### src/hw/ssop_pkg.sv
package ssop_pkg;

  // Register byte offsets
  localparam logic [7:0] OFS_CONFIG        = 8'h00;
  localparam logic [7:0] OFS_MON_TIME      = 8'h04;
  localparam logic [7:0] OFS_MON_DELAY     = 8'h08;
  localparam logic [7:0] OFS_STOP_SPEED    = 8'h0c;
  localparam logic [7:0] OFS_DETECT_DELAY  = 8'h10;
  localparam logic [7:0] OFS_ENV_TC        = 8'h14;
  localparam logic [7:0] OFS_ENV_OFFSET    = 8'h18;
  localparam logic [7:0] OFS_FORCED_TC     = 8'h1c;
  localparam logic [7:0] OFS_ZERO_SPEED    = 8'h20;
  localparam logic [7:0] OFS_BRAKE_DELAY   = 8'h24;
  localparam logic [7:0] OFS_EBRAKE_TIME   = 8'h28;
  localparam logic [7:0] OFS_STATUS        = 8'h2c;

  // Configuration field positions
  localparam int CFG_DECEL_MON_POS    = 0;
  localparam int CFG_FORCED_DECEL_POS = 1;
  localparam int CFG_EBRAKE_SEL_POS   = 2;
  localparam int CFG_QUAL_MOTOR_POS   = 3;
  localparam int CFG_WIDTH            = 4;

  // Status field positions
  localparam int STS_ACTIVE_POS    = 0;
  localparam int STS_SHUTOFF_POS   = 1;
  localparam int STS_BRAKE_POS     = 2;
  localparam int STS_POWER_OFF_POS = 3;
  localparam int STS_METHOD_POS    = 4;
  localparam int STS_DONE_POS      = 6;
  localparam int STS_OVER_POS      = 7;

  // Reset values
  localparam logic [CFG_WIDTH-1:0] CONFIG_RESET = 4'h0;
  localparam logic [31:0] MON_TIME_RESET     = 32'h0003_d090;
  localparam logic [31:0] MON_DELAY_RESET    = 32'h0000_0000;
  localparam logic [31:0] STOP_SPEED_RESET   = 32'h0000_0032;
  localparam logic [31:0] DETECT_DELAY_RESET = 32'h0000_0fa0;
  localparam logic [31:0] ENV_TC_RESET       = 32'h0000_03e8;
  localparam logic [31:0] ENV_OFFSET_RESET   = 32'h0000_0064;
  localparam logic [31:0] FORCED_TC_RESET    = 32'h0000_0010;
  localparam logic [31:0] ZERO_SPEED_RESET   = 32'h0000_0032;
  localparam logic [31:0] BRAKE_DELAY_RESET  = 32'h0000_0064;
  localparam logic [31:0] EBRAKE_TIME_RESET  = 32'h0001_86a0;

  // Envelope decays by one eighth of itself per step
  localparam int ENV_DECAY_SHIFT = 3;

  // Stop method and sequencer state
  typedef enum logic [1:0] {
    DYNAMIC_BRAKE_STOP,
    ELECTRONIC_BRAKE_STOP,
    FORCED_DECEL_STOP
  } ssop_method_type;

  typedef enum logic {
    ST_RUN,
    ST_STOP
  } ssop_state_type;

endpackage

### src/hw/ssop_sequencer.sv
// Chosen here: strobed register access and the register addresses.
`timescale 1ns/1ps
module ssop_sequencer
  import ssop_pkg::*;
#(
  parameter int SPEED_W = 16,
  parameter int TIME_W  = 32
) (
  // Clock and reset
  input  wire logic                      clk_in,
  input  wire logic                      resetn_in,
  // Register port
  input  wire logic [7:0]                addr_in,
  input  wire logic [31:0]               wr_data_in,
  input  wire logic                      wr_in,
  input  wire logic                      rd_in,
  output logic      [31:0]               rd_data_out,
  // Safety and drive inputs
  input  wire logic                      controlled_stop_cmd_n_in,
  input  wire logic                      alarm_in,
  input  wire logic                      alarm_brake_type_in,
  input  wire logic                      torque_mode_in,
  input  wire logic                      torque_transition_in,
  input  wire logic signed [SPEED_W-1:0] speed_cmd_in,
  input  wire logic signed [SPEED_W-1:0] speed_fb_in,
  // Stop outputs
  output logic                           safe_stop_one_active_out,
  output logic                           safe_torque_off_out,
  output logic                           power_stage_off_out,
  output logic                           dynamic_brake_out,
  output logic      [1:0]                stop_method_out,
  output logic signed [SPEED_W-1:0]      ramp_speed_out
);

  // Refuse widths the register port cannot serve
  if (SPEED_W < 4 || SPEED_W > 31 || TIME_W < 8 || TIME_W > 32) begin : g_bad_width
    $error("ssop_sequencer: SPEED_W or TIME_W out of range");
  end

  // Whole module state
  typedef struct packed {
    ssop_state_type         state;
    logic [CFG_WIDTH-1:0]   config_bits;
    logic [TIME_W-1:0]      mon_time;
    logic [TIME_W-1:0]      mon_delay;
    logic [SPEED_W-1:0]     stop_speed;
    logic [TIME_W-1:0]      detect_delay;
    logic [TIME_W-1:0]      env_tc;
    logic [SPEED_W-1:0]     env_offset;
    logic [TIME_W-1:0]      forced_tc;
    logic [SPEED_W-1:0]     zero_speed;
    logic [TIME_W-1:0]      brake_delay;
    logic [TIME_W-1:0]      ebrake_time;
    logic [31:0]            rd_data;
    logic                   active;
    logic                   torque_off;
    logic                   power_off;
    logic                   brake_on;
    ssop_method_type        method;
    logic                   ramp_neg;
    logic [SPEED_W-1:0]     ramp_mag;
    logic signed [SPEED_W-1:0] ramp_speed;
    logic [SPEED_W:0]       envelope;
    logic                   decel_done;
    logic                   overspeed;
    logic [TIME_W-1:0]      elapsed;
    logic [TIME_W-1:0]      done_cnt;
    logic [TIME_W-1:0]      over_cnt;
    logic [TIME_W-1:0]      env_cnt;
    logic [TIME_W-1:0]      ramp_cnt;
    logic [TIME_W-1:0]      brake_cnt;
  } ssop_regs_type;

  ssop_regs_type st;
  ssop_regs_type next_st;

  logic                  trigger;
  logic                  tq_mode;
  logic                  eb_ok;
  ssop_method_type       sel_method;
  logic [SPEED_W-1:0]    cmd_mag;
  logic [SPEED_W-1:0]    fb_mag;
  logic [TIME_W-1:0]     eb_limit;
  logic                  mon_open;

  // Magnitude of a signed speed
  function automatic logic [SPEED_W-1:0] mag(input logic signed [SPEED_W-1:0] v);
    mag = v[SPEED_W-1] ? SPEED_W'(-v) : SPEED_W'(v);
  endfunction

  // Saturating tick counter
  function automatic logic [TIME_W-1:0] tick(input logic [TIME_W-1:0] c);
    tick = (c == {TIME_W{1'b1}}) ? c : c + TIME_W'(1);
  endfunction

  // Stop method choice and helper terms
  always_comb begin
    trigger   = !controlled_stop_cmd_n_in || alarm_in;
    tq_mode   = torque_mode_in || torque_transition_in;
    eb_ok     = st.config_bits[CFG_EBRAKE_SEL_POS] && st.config_bits[CFG_QUAL_MOTOR_POS];
    cmd_mag   = mag(speed_cmd_in);
    fb_mag    = mag(speed_fb_in);
    eb_limit  = (st.mon_time < st.ebrake_time) ? st.mon_time : st.ebrake_time;
    mon_open  = st.config_bits[CFG_DECEL_MON_POS] && (st.elapsed >= st.mon_delay);
    if (st.config_bits[CFG_FORCED_DECEL_POS] && !tq_mode && !(alarm_in && alarm_brake_type_in)
        && controlled_stop_cmd_n_in == 1'b0) begin
      sel_method = FORCED_DECEL_STOP;
    end else if (st.config_bits[CFG_FORCED_DECEL_POS] && !tq_mode && !alarm_brake_type_in) begin
      sel_method = FORCED_DECEL_STOP;
    end else if (eb_ok) begin
      sel_method = ELECTRONIC_BRAKE_STOP;
    end else begin
      sel_method = DYNAMIC_BRAKE_STOP;
    end
  end

  // Next state
  always_comb begin
    next_st = st;
    next_st.rd_data = 32'h0000_0000;
    // Register writes
    if (wr_in) begin
      unique case (addr_in)
        OFS_CONFIG:       next_st.config_bits  = wr_data_in[CFG_WIDTH-1:0];
        OFS_MON_TIME:     next_st.mon_time     = wr_data_in[TIME_W-1:0];
        OFS_MON_DELAY:    next_st.mon_delay    = wr_data_in[TIME_W-1:0];
        OFS_STOP_SPEED:   next_st.stop_speed   = wr_data_in[SPEED_W-1:0];
        OFS_DETECT_DELAY: next_st.detect_delay = wr_data_in[TIME_W-1:0];
        OFS_ENV_TC:       next_st.env_tc       = wr_data_in[TIME_W-1:0];
        OFS_ENV_OFFSET:   next_st.env_offset   = wr_data_in[SPEED_W-1:0];
        OFS_FORCED_TC:    next_st.forced_tc    = wr_data_in[TIME_W-1:0];
        OFS_ZERO_SPEED:   next_st.zero_speed   = wr_data_in[SPEED_W-1:0];
        OFS_BRAKE_DELAY:  next_st.brake_delay  = wr_data_in[TIME_W-1:0];
        OFS_EBRAKE_TIME:  next_st.ebrake_time  = wr_data_in[TIME_W-1:0];
        default: ;
      endcase
    end
    // Register reads, answered in the next cycle
    if (rd_in) begin
      unique case (addr_in)
        OFS_CONFIG:       next_st.rd_data = 32'(st.config_bits);
        OFS_MON_TIME:     next_st.rd_data = 32'(st.mon_time);
        OFS_MON_DELAY:    next_st.rd_data = 32'(st.mon_delay);
        OFS_STOP_SPEED:   next_st.rd_data = 32'(st.stop_speed);
        OFS_DETECT_DELAY: next_st.rd_data = 32'(st.detect_delay);
        OFS_ENV_TC:       next_st.rd_data = 32'(st.env_tc);
        OFS_ENV_OFFSET:   next_st.rd_data = 32'(st.env_offset);
        OFS_FORCED_TC:    next_st.rd_data = 32'(st.forced_tc);
        OFS_ZERO_SPEED:   next_st.rd_data = 32'(st.zero_speed);
        OFS_BRAKE_DELAY:  next_st.rd_data = 32'(st.brake_delay);
        OFS_EBRAKE_TIME:  next_st.rd_data = 32'(st.ebrake_time);
        OFS_STATUS: begin
          next_st.rd_data[STS_ACTIVE_POS]    = st.active;
          next_st.rd_data[STS_SHUTOFF_POS]   = st.torque_off;
          next_st.rd_data[STS_BRAKE_POS]     = st.brake_on;
          next_st.rd_data[STS_POWER_OFF_POS] = st.power_off;
          next_st.rd_data[STS_METHOD_POS+:2] = st.method;
          next_st.rd_data[STS_DONE_POS]      = st.decel_done;
          next_st.rd_data[STS_OVER_POS]      = st.overspeed;
        end
        default:          next_st.rd_data = 32'h0000_0000;
      endcase
    end
    // Stop sequence
    unique case (st.state)
      ST_RUN: begin
        if (trigger) begin
          next_st.state      = ST_STOP;
          next_st.active     = 1'b1;
          next_st.method     = sel_method;
          next_st.brake_on   = (sel_method == DYNAMIC_BRAKE_STOP);
          next_st.torque_off = 1'b0;
          next_st.power_off  = 1'b0;
          next_st.elapsed    = '0;
          next_st.done_cnt   = '0;
          next_st.over_cnt   = '0;
          next_st.env_cnt    = '0;
          next_st.ramp_cnt   = '0;
          next_st.brake_cnt  = '0;
          next_st.decel_done = 1'b0;
          next_st.overspeed  = 1'b0;
          next_st.envelope   = {1'b0, fb_mag} + {1'b0, st.env_offset};
          next_st.ramp_neg   = speed_cmd_in[SPEED_W-1];
          next_st.ramp_mag   = cmd_mag;
          next_st.ramp_speed = speed_cmd_in;
        end
      end
      ST_STOP: begin
        if (!trigger) begin
          next_st.state      = ST_RUN;
          next_st.active     = 1'b0;
          next_st.torque_off = 1'b0;
          next_st.power_off  = 1'b0;
          next_st.brake_on   = 1'b0;
          next_st.ramp_speed = '0;
        end else begin
          next_st.elapsed = tick(st.elapsed);
          // Envelope decay, one step per time-constant period
          if (tick(st.env_cnt) >= st.env_tc) begin
            next_st.env_cnt  = '0;
            next_st.envelope = st.envelope - (st.envelope >> ENV_DECAY_SHIFT);
          end else begin
            next_st.env_cnt = tick(st.env_cnt);
          end
          // Forced deceleration ramp and brake sequence
          if (st.method == FORCED_DECEL_STOP) begin
            if (st.ramp_mag != '0) begin
              if (tick(st.ramp_cnt) >= st.forced_tc) begin
                next_st.ramp_cnt = '0;
                next_st.ramp_mag = st.ramp_mag - SPEED_W'(1);
              end else begin
                next_st.ramp_cnt = tick(st.ramp_cnt);
              end
            end else if (fb_mag <= st.zero_speed || st.power_off) begin
              next_st.power_off = 1'b1;
              next_st.brake_cnt = tick(st.brake_cnt);
              if (st.brake_cnt >= st.brake_delay) begin
                next_st.brake_on = 1'b1;
              end
            end
            next_st.ramp_speed = st.ramp_neg ? -$signed(next_st.ramp_mag)
                                             : $signed(next_st.ramp_mag);
          end
          // Electronic brake hands over to the dynamic brake
          if (st.method == ELECTRONIC_BRAKE_STOP && st.elapsed >= eb_limit) begin
            next_st.brake_on = 1'b1;
          end
          // Speed based monitoring after the delay
          if (mon_open) begin
            if (cmd_mag <= st.stop_speed && fb_mag <= st.stop_speed) begin
              next_st.decel_done = 1'b1;
            end
            if ({1'b0, fb_mag} > st.envelope) begin
              next_st.overspeed = 1'b1;
            end
          end
          if (st.decel_done) begin
            next_st.done_cnt = tick(st.done_cnt);
          end
          if (st.overspeed) begin
            next_st.over_cnt = tick(st.over_cnt);
          end
          // Torque shutoff causes
          if (st.elapsed >= st.mon_time
              || (st.decel_done && st.done_cnt >= st.detect_delay)
              || (st.overspeed && st.over_cnt >= st.detect_delay)) begin
            next_st.torque_off = 1'b1;
          end
          if (st.torque_off) begin
            next_st.power_off = 1'b1;
            next_st.brake_on  = 1'b1;
          end
        end
      end
    endcase
  end

  // State register with synchronous reset
  always_ff @(posedge clk_in) begin
    if (!resetn_in) begin
      st              <= '0;
      st.state        <= ST_RUN;
      st.method       <= DYNAMIC_BRAKE_STOP;
      st.config_bits  <= CONFIG_RESET;
      st.mon_time     <= TIME_W'(MON_TIME_RESET);
      st.mon_delay    <= TIME_W'(MON_DELAY_RESET);
      st.stop_speed   <= SPEED_W'(STOP_SPEED_RESET);
      st.detect_delay <= TIME_W'(DETECT_DELAY_RESET);
      st.env_tc       <= TIME_W'(ENV_TC_RESET);
      st.env_offset   <= SPEED_W'(ENV_OFFSET_RESET);
      st.forced_tc    <= TIME_W'(FORCED_TC_RESET);
      st.zero_speed   <= SPEED_W'(ZERO_SPEED_RESET);
      st.brake_delay  <= TIME_W'(BRAKE_DELAY_RESET);
      st.ebrake_time  <= TIME_W'(EBRAKE_TIME_RESET);
    end else begin
      st <= next_st;
    end
  end

  // Outputs straight from the state register
  assign rd_data_out              = st.rd_data;
  assign safe_stop_one_active_out = st.active;
  assign safe_torque_off_out      = st.torque_off;
  assign power_stage_off_out      = st.power_off;
  assign dynamic_brake_out        = st.brake_on;
  assign stop_method_out          = st.method;
  assign ramp_speed_out           = st.ramp_speed;

  // Checks
  a_cmd_activates: assert property (@(posedge clk_in) disable iff (!resetn_in)
    !controlled_stop_cmd_n_in |=> safe_stop_one_active_out)
    else $error("stop command low did not activate the stop");
  a_alarm_activates: assert property (@(posedge clk_in) disable iff (!resetn_in)
    alarm_in |=> safe_stop_one_active_out)
    else $error("alarm did not activate the stop");
  a_release_resumes: assert property (@(posedge clk_in) disable iff (!resetn_in)
    (controlled_stop_cmd_n_in && !alarm_in) |=> !safe_stop_one_active_out && !safe_torque_off_out)
    else $error("stop not released after command returned high");
  a_shutoff_on_timeout: assert property (@(posedge clk_in) disable iff (!resetn_in)
    (st.state == ST_STOP && trigger && st.elapsed >= st.mon_time) |=> safe_torque_off_out)
    else $error("monitor time elapsed without torque shutoff");
  a_shutoff_holds_brake: assert property (@(posedge clk_in) disable iff (!resetn_in)
    (safe_torque_off_out && trigger) |=> power_stage_off_out && dynamic_brake_out)
    else $error("torque shutoff without power cut and brake");
  a_brake_immediate: assert property (@(posedge clk_in) disable iff (!resetn_in)
    ($rose(safe_stop_one_active_out) && stop_method_out == DYNAMIC_BRAKE_STOP)
    |-> dynamic_brake_out)
    else $error("dynamic brake method did not brake at once");
  a_ebrake_handover: assert property (@(posedge clk_in) disable iff (!resetn_in)
    (st.state == ST_STOP && trigger && st.method == ELECTRONIC_BRAKE_STOP
     && st.elapsed >= eb_limit) |=> dynamic_brake_out)
    else $error("electronic brake did not hand over to dynamic brake");
  a_no_forced_off: assert property (@(posedge clk_in) disable iff (!resetn_in)
    (st.state == ST_RUN && trigger && !st.config_bits[CFG_FORCED_DECEL_POS])
    |=> stop_method_out != FORCED_DECEL_STOP)
    else $error("forced deceleration chosen while disabled");
  a_mon_gated: assert property (@(posedge clk_in) disable iff (!resetn_in)
    (st.state == ST_STOP && !st.decel_done && !mon_open) |=> !st.decel_done)
    else $error("speed monitoring started before its delay");
  a_shutoff_has_cause: assert property (@(posedge clk_in) disable iff (!resetn_in)
    $rose(safe_torque_off_out) |-> ($past(st.elapsed) >= $past(st.mon_time))
      || $past(st.decel_done) || $past(st.overspeed))
    else $error("torque shutoff with no cause");

  // Monitoring, ramp and timer checks
  a_done_latch: assert property (@(posedge clk_in) disable iff (!resetn_in)
    (st.state == ST_STOP && trigger && mon_open && cmd_mag <= st.stop_speed
     && fb_mag <= st.stop_speed) |=> st.decel_done)
    else $error("speed below stop speed not judged complete");
  a_done_shutoff: assert property (@(posedge clk_in) disable iff (!resetn_in)
    (st.state == ST_STOP && trigger && st.decel_done && st.done_cnt >= st.detect_delay)
    |=> safe_torque_off_out)
    else $error("completion delay elapsed without torque shutoff");
  a_over_shutoff: assert property (@(posedge clk_in) disable iff (!resetn_in)
    (st.state == ST_STOP && trigger && st.overspeed && st.over_cnt >= st.detect_delay)
    |=> safe_torque_off_out)
    else $error("overspeed delay elapsed without torque shutoff");
  a_torque_no_ramp: assert property (@(posedge clk_in) disable iff (!resetn_in)
    (st.state == ST_RUN && trigger && tq_mode) |=> stop_method_out != FORCED_DECEL_STOP)
    else $error("forced deceleration chosen in torque mode");
  a_ramp_power_cut: assert property (@(posedge clk_in) disable iff (!resetn_in)
    (st.state == ST_STOP && trigger && st.method == FORCED_DECEL_STOP && st.ramp_mag == '0
     && fb_mag <= st.zero_speed) |=> power_stage_off_out)
    else $error("ramp at zero speed did not cut the power stage");
  a_ramp_early_off: assert property (@(posedge clk_in) disable iff (!resetn_in)
    (st.state == ST_STOP && trigger && st.method == FORCED_DECEL_STOP
     && st.elapsed >= st.mon_time) |=> safe_torque_off_out)
    else $error("monitor time expired mid-ramp without torque shutoff");
  a_elapsed_ticks: assert property (@(posedge clk_in) disable iff (!resetn_in)
    (st.state == ST_STOP && trigger && st.elapsed != '1)
    |=> st.elapsed == $past(st.elapsed) + TIME_W'(1))
    else $error("elapsed time did not advance by one tick");

endmodule // ssop_sequencer

### config.mk
export PLATFORM = sky130hd
export DESIGN_NAME = ssop_sequencer
export DESIGN_NICKNAME = d
export VERILOG_FILES = /design/src/hw/ssop_pkg.sv /design/src/hw/ssop_sequencer.sv
export SDC_FILE = /design/constraint.sdc
export NUM_CORES = 2
export LEC_CHECK = 0
export BUFFER_PORTS_ARGS = -buffer_cell sky130_fd_sc_hd__buf_2
export CAP_MARGIN = 20
export CELL_PAD_IN_SITES_DETAIL_PLACEMENT = 1
export CELL_PAD_IN_SITES_GLOBAL_PLACEMENT = 1
export CORE_UTILIZATION = 45
export DETAILED_ROUTE_END_ITERATION = 6
export PLACE_DENSITY_LB_ADDON = 0.15
export SLEW_MARGIN = 20
export SYNTH_ARGS = -nofsm -noshare
export SYNTH_HDL_FRONTEND = slang
export SYNTH_SLANG_ARGS = --single-unit
export TNS_END_PERCENT = 20
### constraint.sdc
create_clock -name clk_in -period 5.8 [get_ports clk_in]
set_input_delay 0.87 -clock clk_in [delete_from_list [all_inputs] [get_ports clk_in]]
set_output_delay 0.87 -clock clk_in [all_outputs]
set_load 0.05 [all_outputs]
; ---- Yosys cells after proc, flatten, opt, wreduce, memory -nomap -nowiden
; Cells that the tools add are included.
[word_totals]
regBits = 559
latchBits = 0
ram_bits = 0
rom_bits = 0
in_bits = 81
out_inout_bits = 54
word_cells = 202
n_memories = 0
[op_classes]
addsub = 12
n_mul = 0
n_div = 0
order_cmp = 13
n_eq_ne = 45
n_shift = 0
muxes = 49
n_bitwise = 2
reduce_logical = 51
[ops]
columns = op, count
row1 = $pmux 243 s2, 1
row2 = $mux 32, 15
row3 = $ge 32x32->1, 8
row4 = $mux 250, 1
row5 = $pmux 24 s10, 1
row6 = $mux 211, 1
row7 = $add 32x1->32 const B, 6
row8 = $eq 32x32->1 const B, 6
row9 = $mux 16, 10
row10 = $pmux 8 s12, 1
row11 = $mux 64, 1
row12 = $le 16x16->1, 3
row13 = $neg 16->16, 3
row14 = $reduce_and 2->1, 17
row15 = $eq 8x5->1 const B, 4
row16 = $eq 8x6->1 const B, 4
row17 = $lt 32x32->1, 1
row18 = $reduce_and 4->1, 6
row19 = $ne 2x2->1 const B, 10
row20 = $add 16x16->17, 1
row21 = $gt 16x17->1, 1
row22 = $mux 17, 1
row23 = $sub 17x14->17, 1
row24 = $eq 8x4->1 const B, 2
row25 = other kinds (24), 67

; ---- Depth between registers and ports, before layout
[logic_depth]
ltp_word = 13
mapped_depth = 25
mapped_depth_nobuf = 24

; ---- Least setup slack after synthesis
; No wires, ideal clock.
[synth_timing]
kind = register to register
startpoint = reg st[32] (netlist bit)
endpoint = reg st, in the netlist ramp_speed_out[11]
setup_ns = 0.127
arrival_time_ns = 5.032
required_time_ns = 5.673
setup_slack_ns = 0.642
path_stages_with_launch = 22
path_buffers = 1
synth_period_minus_slack_ns = 5.158
cell_sequence = dfxtp_1 -> ha_1 -> nand3_1 -> nor3_1 -> nand4_1 -> nor3b_1 -> nand3_1 -> nor4_1 -> nand3_1 -> xnor2_1 -> ha_1 -> nand4_1 -> nor3_1 -> and3_1 -> o311ai_1 -> a2111oi_0 -> xnor2_1 -> and4b_1 -> clkbuf_1 -> a21oi_1 -> a2111oi_0 -> o21ai_1
[synth_via]
elab_chain_len = 13
word_cells_on_any_way = 14
classes_between = add/sub: 2 / order compare: 1 / eq/ne: 1 / mux: 10
[synth_lines]
columns = item, line_no
row1 = from (decl), ssop_sequencer.sv:74  ; ssop_regs_type st;
row2 = from (signal assigned), ssop_sequencer.sv:276  ; st <= next_st;
row3 = $add 32x1->32 or $eq 32x32->1 (tied branches), ssop_sequencer.sv:93  ; tick = (c == {TIME_W{1'b1}}) ? c : c + TIME_W'(1);
row4 = $mux 32 *, n/a
row5 = $ge 32x32->1 *, ssop_sequencer.sv:208  ; if (tick(st.ramp_cnt) >= st.forced_tc) begin
row6 = $mux 16 *, ssop_sequencer.sv:208
row7 = $mux 16 *, ssop_sequencer.sv:207  ; if (st.ramp_mag != '0) begin
row8 = $mux 16 *, ssop_sequencer.sv:206  ; if (st.method == FORCED_DECEL_STOP) begin
row9 = $mux 16 *, ssop_sequencer.sv:189  ; if (!trigger) begin
row10 = $mux 16 *, ssop_sequencer.sv:165  ; unique case (st.state)
row11 = $neg 16->16, ssop_sequencer.sv:221  ; next_st.ramp_speed = st.ramp_neg ? -$signed(next_st.ramp_mag)
row12 = $mux 16 *, ssop_sequencer.sv:221
row13 = $mux 32 *, ssop_sequencer.sv:206
row14 = $mux 16 *, ssop_sequencer.sv:189
row15 = $pmux 243 s2 *, ssop_sequencer.sv:165
; Every way passes the cells marked *; elsewhere a longest branch is shown, timed or not. The select of a mux whose other input is x is not followed.
; A chain may end at the register's enable or synchronous reset.

; ---- Worst setup path in the final report
[layout_timing]
startpoint = reg st[283] (netlist bit)
endpoint = reg st, in the netlist dynamic_brake_out
[layout_via]
elab_chain_len = 8
word_cells_on_any_way = 13
classes_between = order compare: 2 / eq/ne: 4 / mux: 5 / reduce/logical: 2
[layout_lines]
columns = item, line_no
row1 = $lt 32x32->1, ssop_sequencer.sv:103  ; eb_limit = (st.mon_time < st.ebrake_time) ? st.mon_time : st.ebrake_time;
row2 = $mux 32 *, ssop_sequencer.sv:103
row3 = $ge 32x32->1 *, ssop_sequencer.sv:225  ; if (st.method == ELECTRONIC_BRAKE_STOP && st.elapsed >= eb_limit) begin
row4 = $logic_and 1x1->1 *, ssop_sequencer.sv:225
row5 = $mux 1, ssop_sequencer.sv:225
row6 = $mux 2, ssop_sequencer.sv:249  ; if (st.torque_off) begin
row7 = $mux 3, ssop_sequencer.sv:189
row8 = $pmux 4 s2, ssop_sequencer.sv:165
; Every way passes the cells marked *; elsewhere a longest branch is shown, timed or not.

==> impl_metrics.py <==
metrics = {
    "drt": {
        "drcViolationCount": 0,
        "antenna_left": 0,
        "wire_per_inst_um": 24.47,
        "drtIter0Drc": 2745,
        "first_pass_iters": 6,
        "vias": 34362,
        "vias_per_cell": 6.080,
        "routed_wl_mm": 138.3,
    },
    "clock_network": {
        "cts_sinks": 559,
        "cts_max_level": 3,
        "cts_root_buf": "clkbuf_16",
        "worstSkewPairLatency_ns": 0.62,
        "cts_setup_buffers": 0,
        "cts_made_buffers": 70,
        "cts_hold_buf": 0,
        "clock_path_buffers": 3,
        "cts_tree": "built",
        "clk_pin_slew_ns": 0.06,
    },
    "logic_synthesis": {
        "synthCells": 4544,
        "avgSynthCellArea_um2": 7.873,
        "synthArstFlopShare_pct": 0,
        "synthFlopType": "dfxtp_1",
        "ys_seq_area_share_pct": 31.28,
        "synth_area_leader_cell": "dfxtp_1",
        "ys_seq_elements": 559,
        "ys_top_cells_by_area": "dfxtp_1, ha_1, nand2_1, a21oi_1, inv_1",
        "synth_edf_count": 0,
        "ys_types": 89,
        "syn_nets": 5023,
        "syn_area_um2": 35780,
        "yosysWarnings": 0,
        "synth.top_cell.area_share_pct": 31.28,
    },
    "worst_setup_path": {
        "cp_max_fo": 18,
        "crit_required_ns": 6.28,
        "arrival_ns": 6.11,
        "worstSetupStartpointType": "register",
        "end_kind": "register",
        "critPathKind": "register to register",
    },
    "timing": {
        "finalCriticalPeriod_ns": 5.629,
        "finalSetupViolCount": 0,
        "finalHoldViolations": 0,
        "whs_ns": 0.4612,
        "slew_headroom_pct": 22.50,
        "fmax_mhz": 177.7,
        "tightest_slew_ns": 1.158,
        "fin_ws_ns": 0.1711,
        "slew_violations": 0,
        "fin_skew_ns": 0.02603,
        "fin_crit_sh_pct": 97.05,
    },
    "floorplan": {
        "io-pin-count": 135,
        "die_y_um": 284.0,
        "core_area_um2": 78870,
        "initial_core_util_pct": 45.36,
        "row_count": 103,
        "dieArea_um2": 80640,
        "die_w_um": 284.0,
    },
    "pwr": {
        "finalPower_mw": 9.860,
        "ir_worst_vdd_v": 0.0001919,
        "leakagePower_nw": 15.77,
        "powerDensity_nw_per_um2": 248.5,
    },
    "global_routing": {
        "antenna_found_initial": 6,
        "gr-total-overflow": 0,
        "grt_first_pass_wirelength_mm": 209.3,
        "grtUsageTotal_pct": 33.49,
        "grt_pass1_vias": 34182,
        "grt_start_max_net_pins": 140,
    },
    "final_layout": {
        "drive_gt1_share_pct": 8.714,
        "mostFrequentLayoutCells": "nand2_1, dfxtp_1, a21oi_1, ha_1, inv_1",
        "fill_cells": 9647,
        "area_growth_pct": 10.92,
        "multi_input_area_um2": 22280,
        "seq_area_um2": 11190,
        "nets": 5028,
        "mostFrequentLayoutCell": "nand2_1",
        "antenna_cells": 0,
    },
    "place": {
        "gp_congestion": 0.9445,
        "portBuffers": 134,
        "place_ws_ns": 0.1490,
        "dp_hpwl_mm": 102.8,
    },
    "job": {
        "cap_violations": 0,
    },
    "run_status": {
        "status": "completed",
    },
    "hold_path": {
        "hold_path.class": "register to register",
    },
}
-- repair_timing --
| action | 4_1_cts | 5_1_grt |
|---|---|---|
| endpoints found under the setup margin | 0 | 11 |
| endpoints found under the hold margin | 0 | 0 |
| gates resized for setup | 0 | 12 |
-- registers in the layout (all words and copies together), names as in the netlist --
| name | count |
|---|---|
| ramp_speed_out | 16 |
| rd_data_out | 32 |
| safe_stop_one_active_out | 1 |
| dynamic_brake_out | 1 |
| st | 505 |
| safe_torque_off_out | 1 |
| stop_method_out | 2 |
| power_stage_off_out | 1 |
-- layout make-up --
| type | instances | share of cell area [%] |
|---|---|---|
| clock buffer | 89 | 5.079 |
| clock inverter | 36 | 1.012 |
| inverter | 313 | 2.980 |
| multi-input combinational | 3392 | 56.14 |
| sequential | 559 | 28.20 |
| tap | 1050 | 3.311 |
| timing repair buffer | 213 | 3.279 |
-- routing by layer --
| layer | wire (um) | vias to the layer above | global-route usage (%) |
|---|---|---|---|
| met5 | 64 | - | 0 |
| met4 | 5885 | 10 | 13.54 |
| met3 | 7964 | 285 | 5.289 |
| met2 | 63650 | 1028 | 54.99 |
| met1 | 60730 | 17010 | 43.66 |
| li1 | - | 16029 | - |
-- power by group --
part | internal [mW] | switching (mW) | leakage (nW)
clock network | 2.78 | 1.88 | 1.18
logic | 0.430 | 0.820 | 10.1
registers | 3.89 | 0.0633 | 4.51
-- metrics by stage --
step | instances | instance area (um2) | TNS (ns) | utilization (%)
after detailed placement | 5527 | 37200 | 0 | 47.17
after global routing | 5652 | 39680 | -0.01908 | 50.31
after CTS | 5652 | 39620 | 0 | 50.24
after global placement | 5527 | 37200 | 0 | 47.17
final | 5652 | 39680 | 0 | 50.31
after floorplan | 4544 | 35780 | 0 | -
-- worst paths after layout --
check | to | start | slack, ns | depth (start not counted)
setup reg to reg | dynamic_brake_out$_SDFFE_PN0P_ | st[283]$_SDFFE_PN0P_ | 0.17 | 22
setup / recovery | dynamic_brake_out$_SDFFE_PN0P_ | st[283]$_SDFFE_PN0P_ | 0.17 | 22
hold reg to reg | ramp_speed_out[1]$_SDFFE_PN0P_ | ramp_speed_out[1]$_SDFFE_PN0P_ | 0.46 | 2
hold / removal | ramp_speed_out[1]$_SDFFE_PN0P_ | ramp_speed_out[1]$_SDFFE_PN0P_ | 0.46 | 2
-- synth_stat cells (all sizes together) (13+ instances only) --
cell and number:
inv 312, a22oi 73, and4 24, buf 68, o21ai 154, clkbuf 212, dfxtp 559, a221oi 28
nand2b 30, or3 41, o31ai 15, nor3 59, a222oi 58, a31oi 38, nor2 309, nor4 16
nand3b 21, and2 28, nand4 87, a21o 129, a21oi 444, nand2 711, ha 396, a211oi 42
and3 54, mux2i 52, o21a 22, or2 13, o211ai 56, nor2b 27, xnor2 115, xor2 103
nand3 113
-- worst max-delay path: stages (launching register included) --
cell	delay (ns)
dfxtp_1	0.39
inv_1	0.06
ha_1	0.27
a21o_1	0.11
a21o_1	0.11
a21o_1	0.11
a21o_1	0.11
a21o_1	0.14
a21oi_1	0.08
o31ai_1	0.68
a211o_4	0.47
buf_4	0.36
mux2i_1	0.26
ha_1	0.26
a21o_1	0.16
a21o_1	0.18
a211oi_1	0.22
o21ai_0	0.19
a31oi_1	0.36
o31ai_1	0.21
a21oi_1	0.45
o22ai_1	0.16
mux2i_1	0.13
-- cell families (layout without fill, tap and decap cells) --
| logic type | Yosys count | count (layout) | synth area share [%] |
|---|---|---|---|
| DFF | 559 | 559 | 31.28 |
| adders and majority gates | 398 | 398 | 13.96 |
| AOI/OAI and AO/OA | 1150 | 1150 | 20.73 |
| buffers and inverters | 593 | 651 | 6.795 |
| xor gates and xnor gates | 218 | 218 | 5.379 |
| muxes | 59 | 59 | 1.675 |
| and+or+nand+nor | 1567 | 1567 | 20.18 |
No activity file was read; power rests on OpenSTA's default activity.
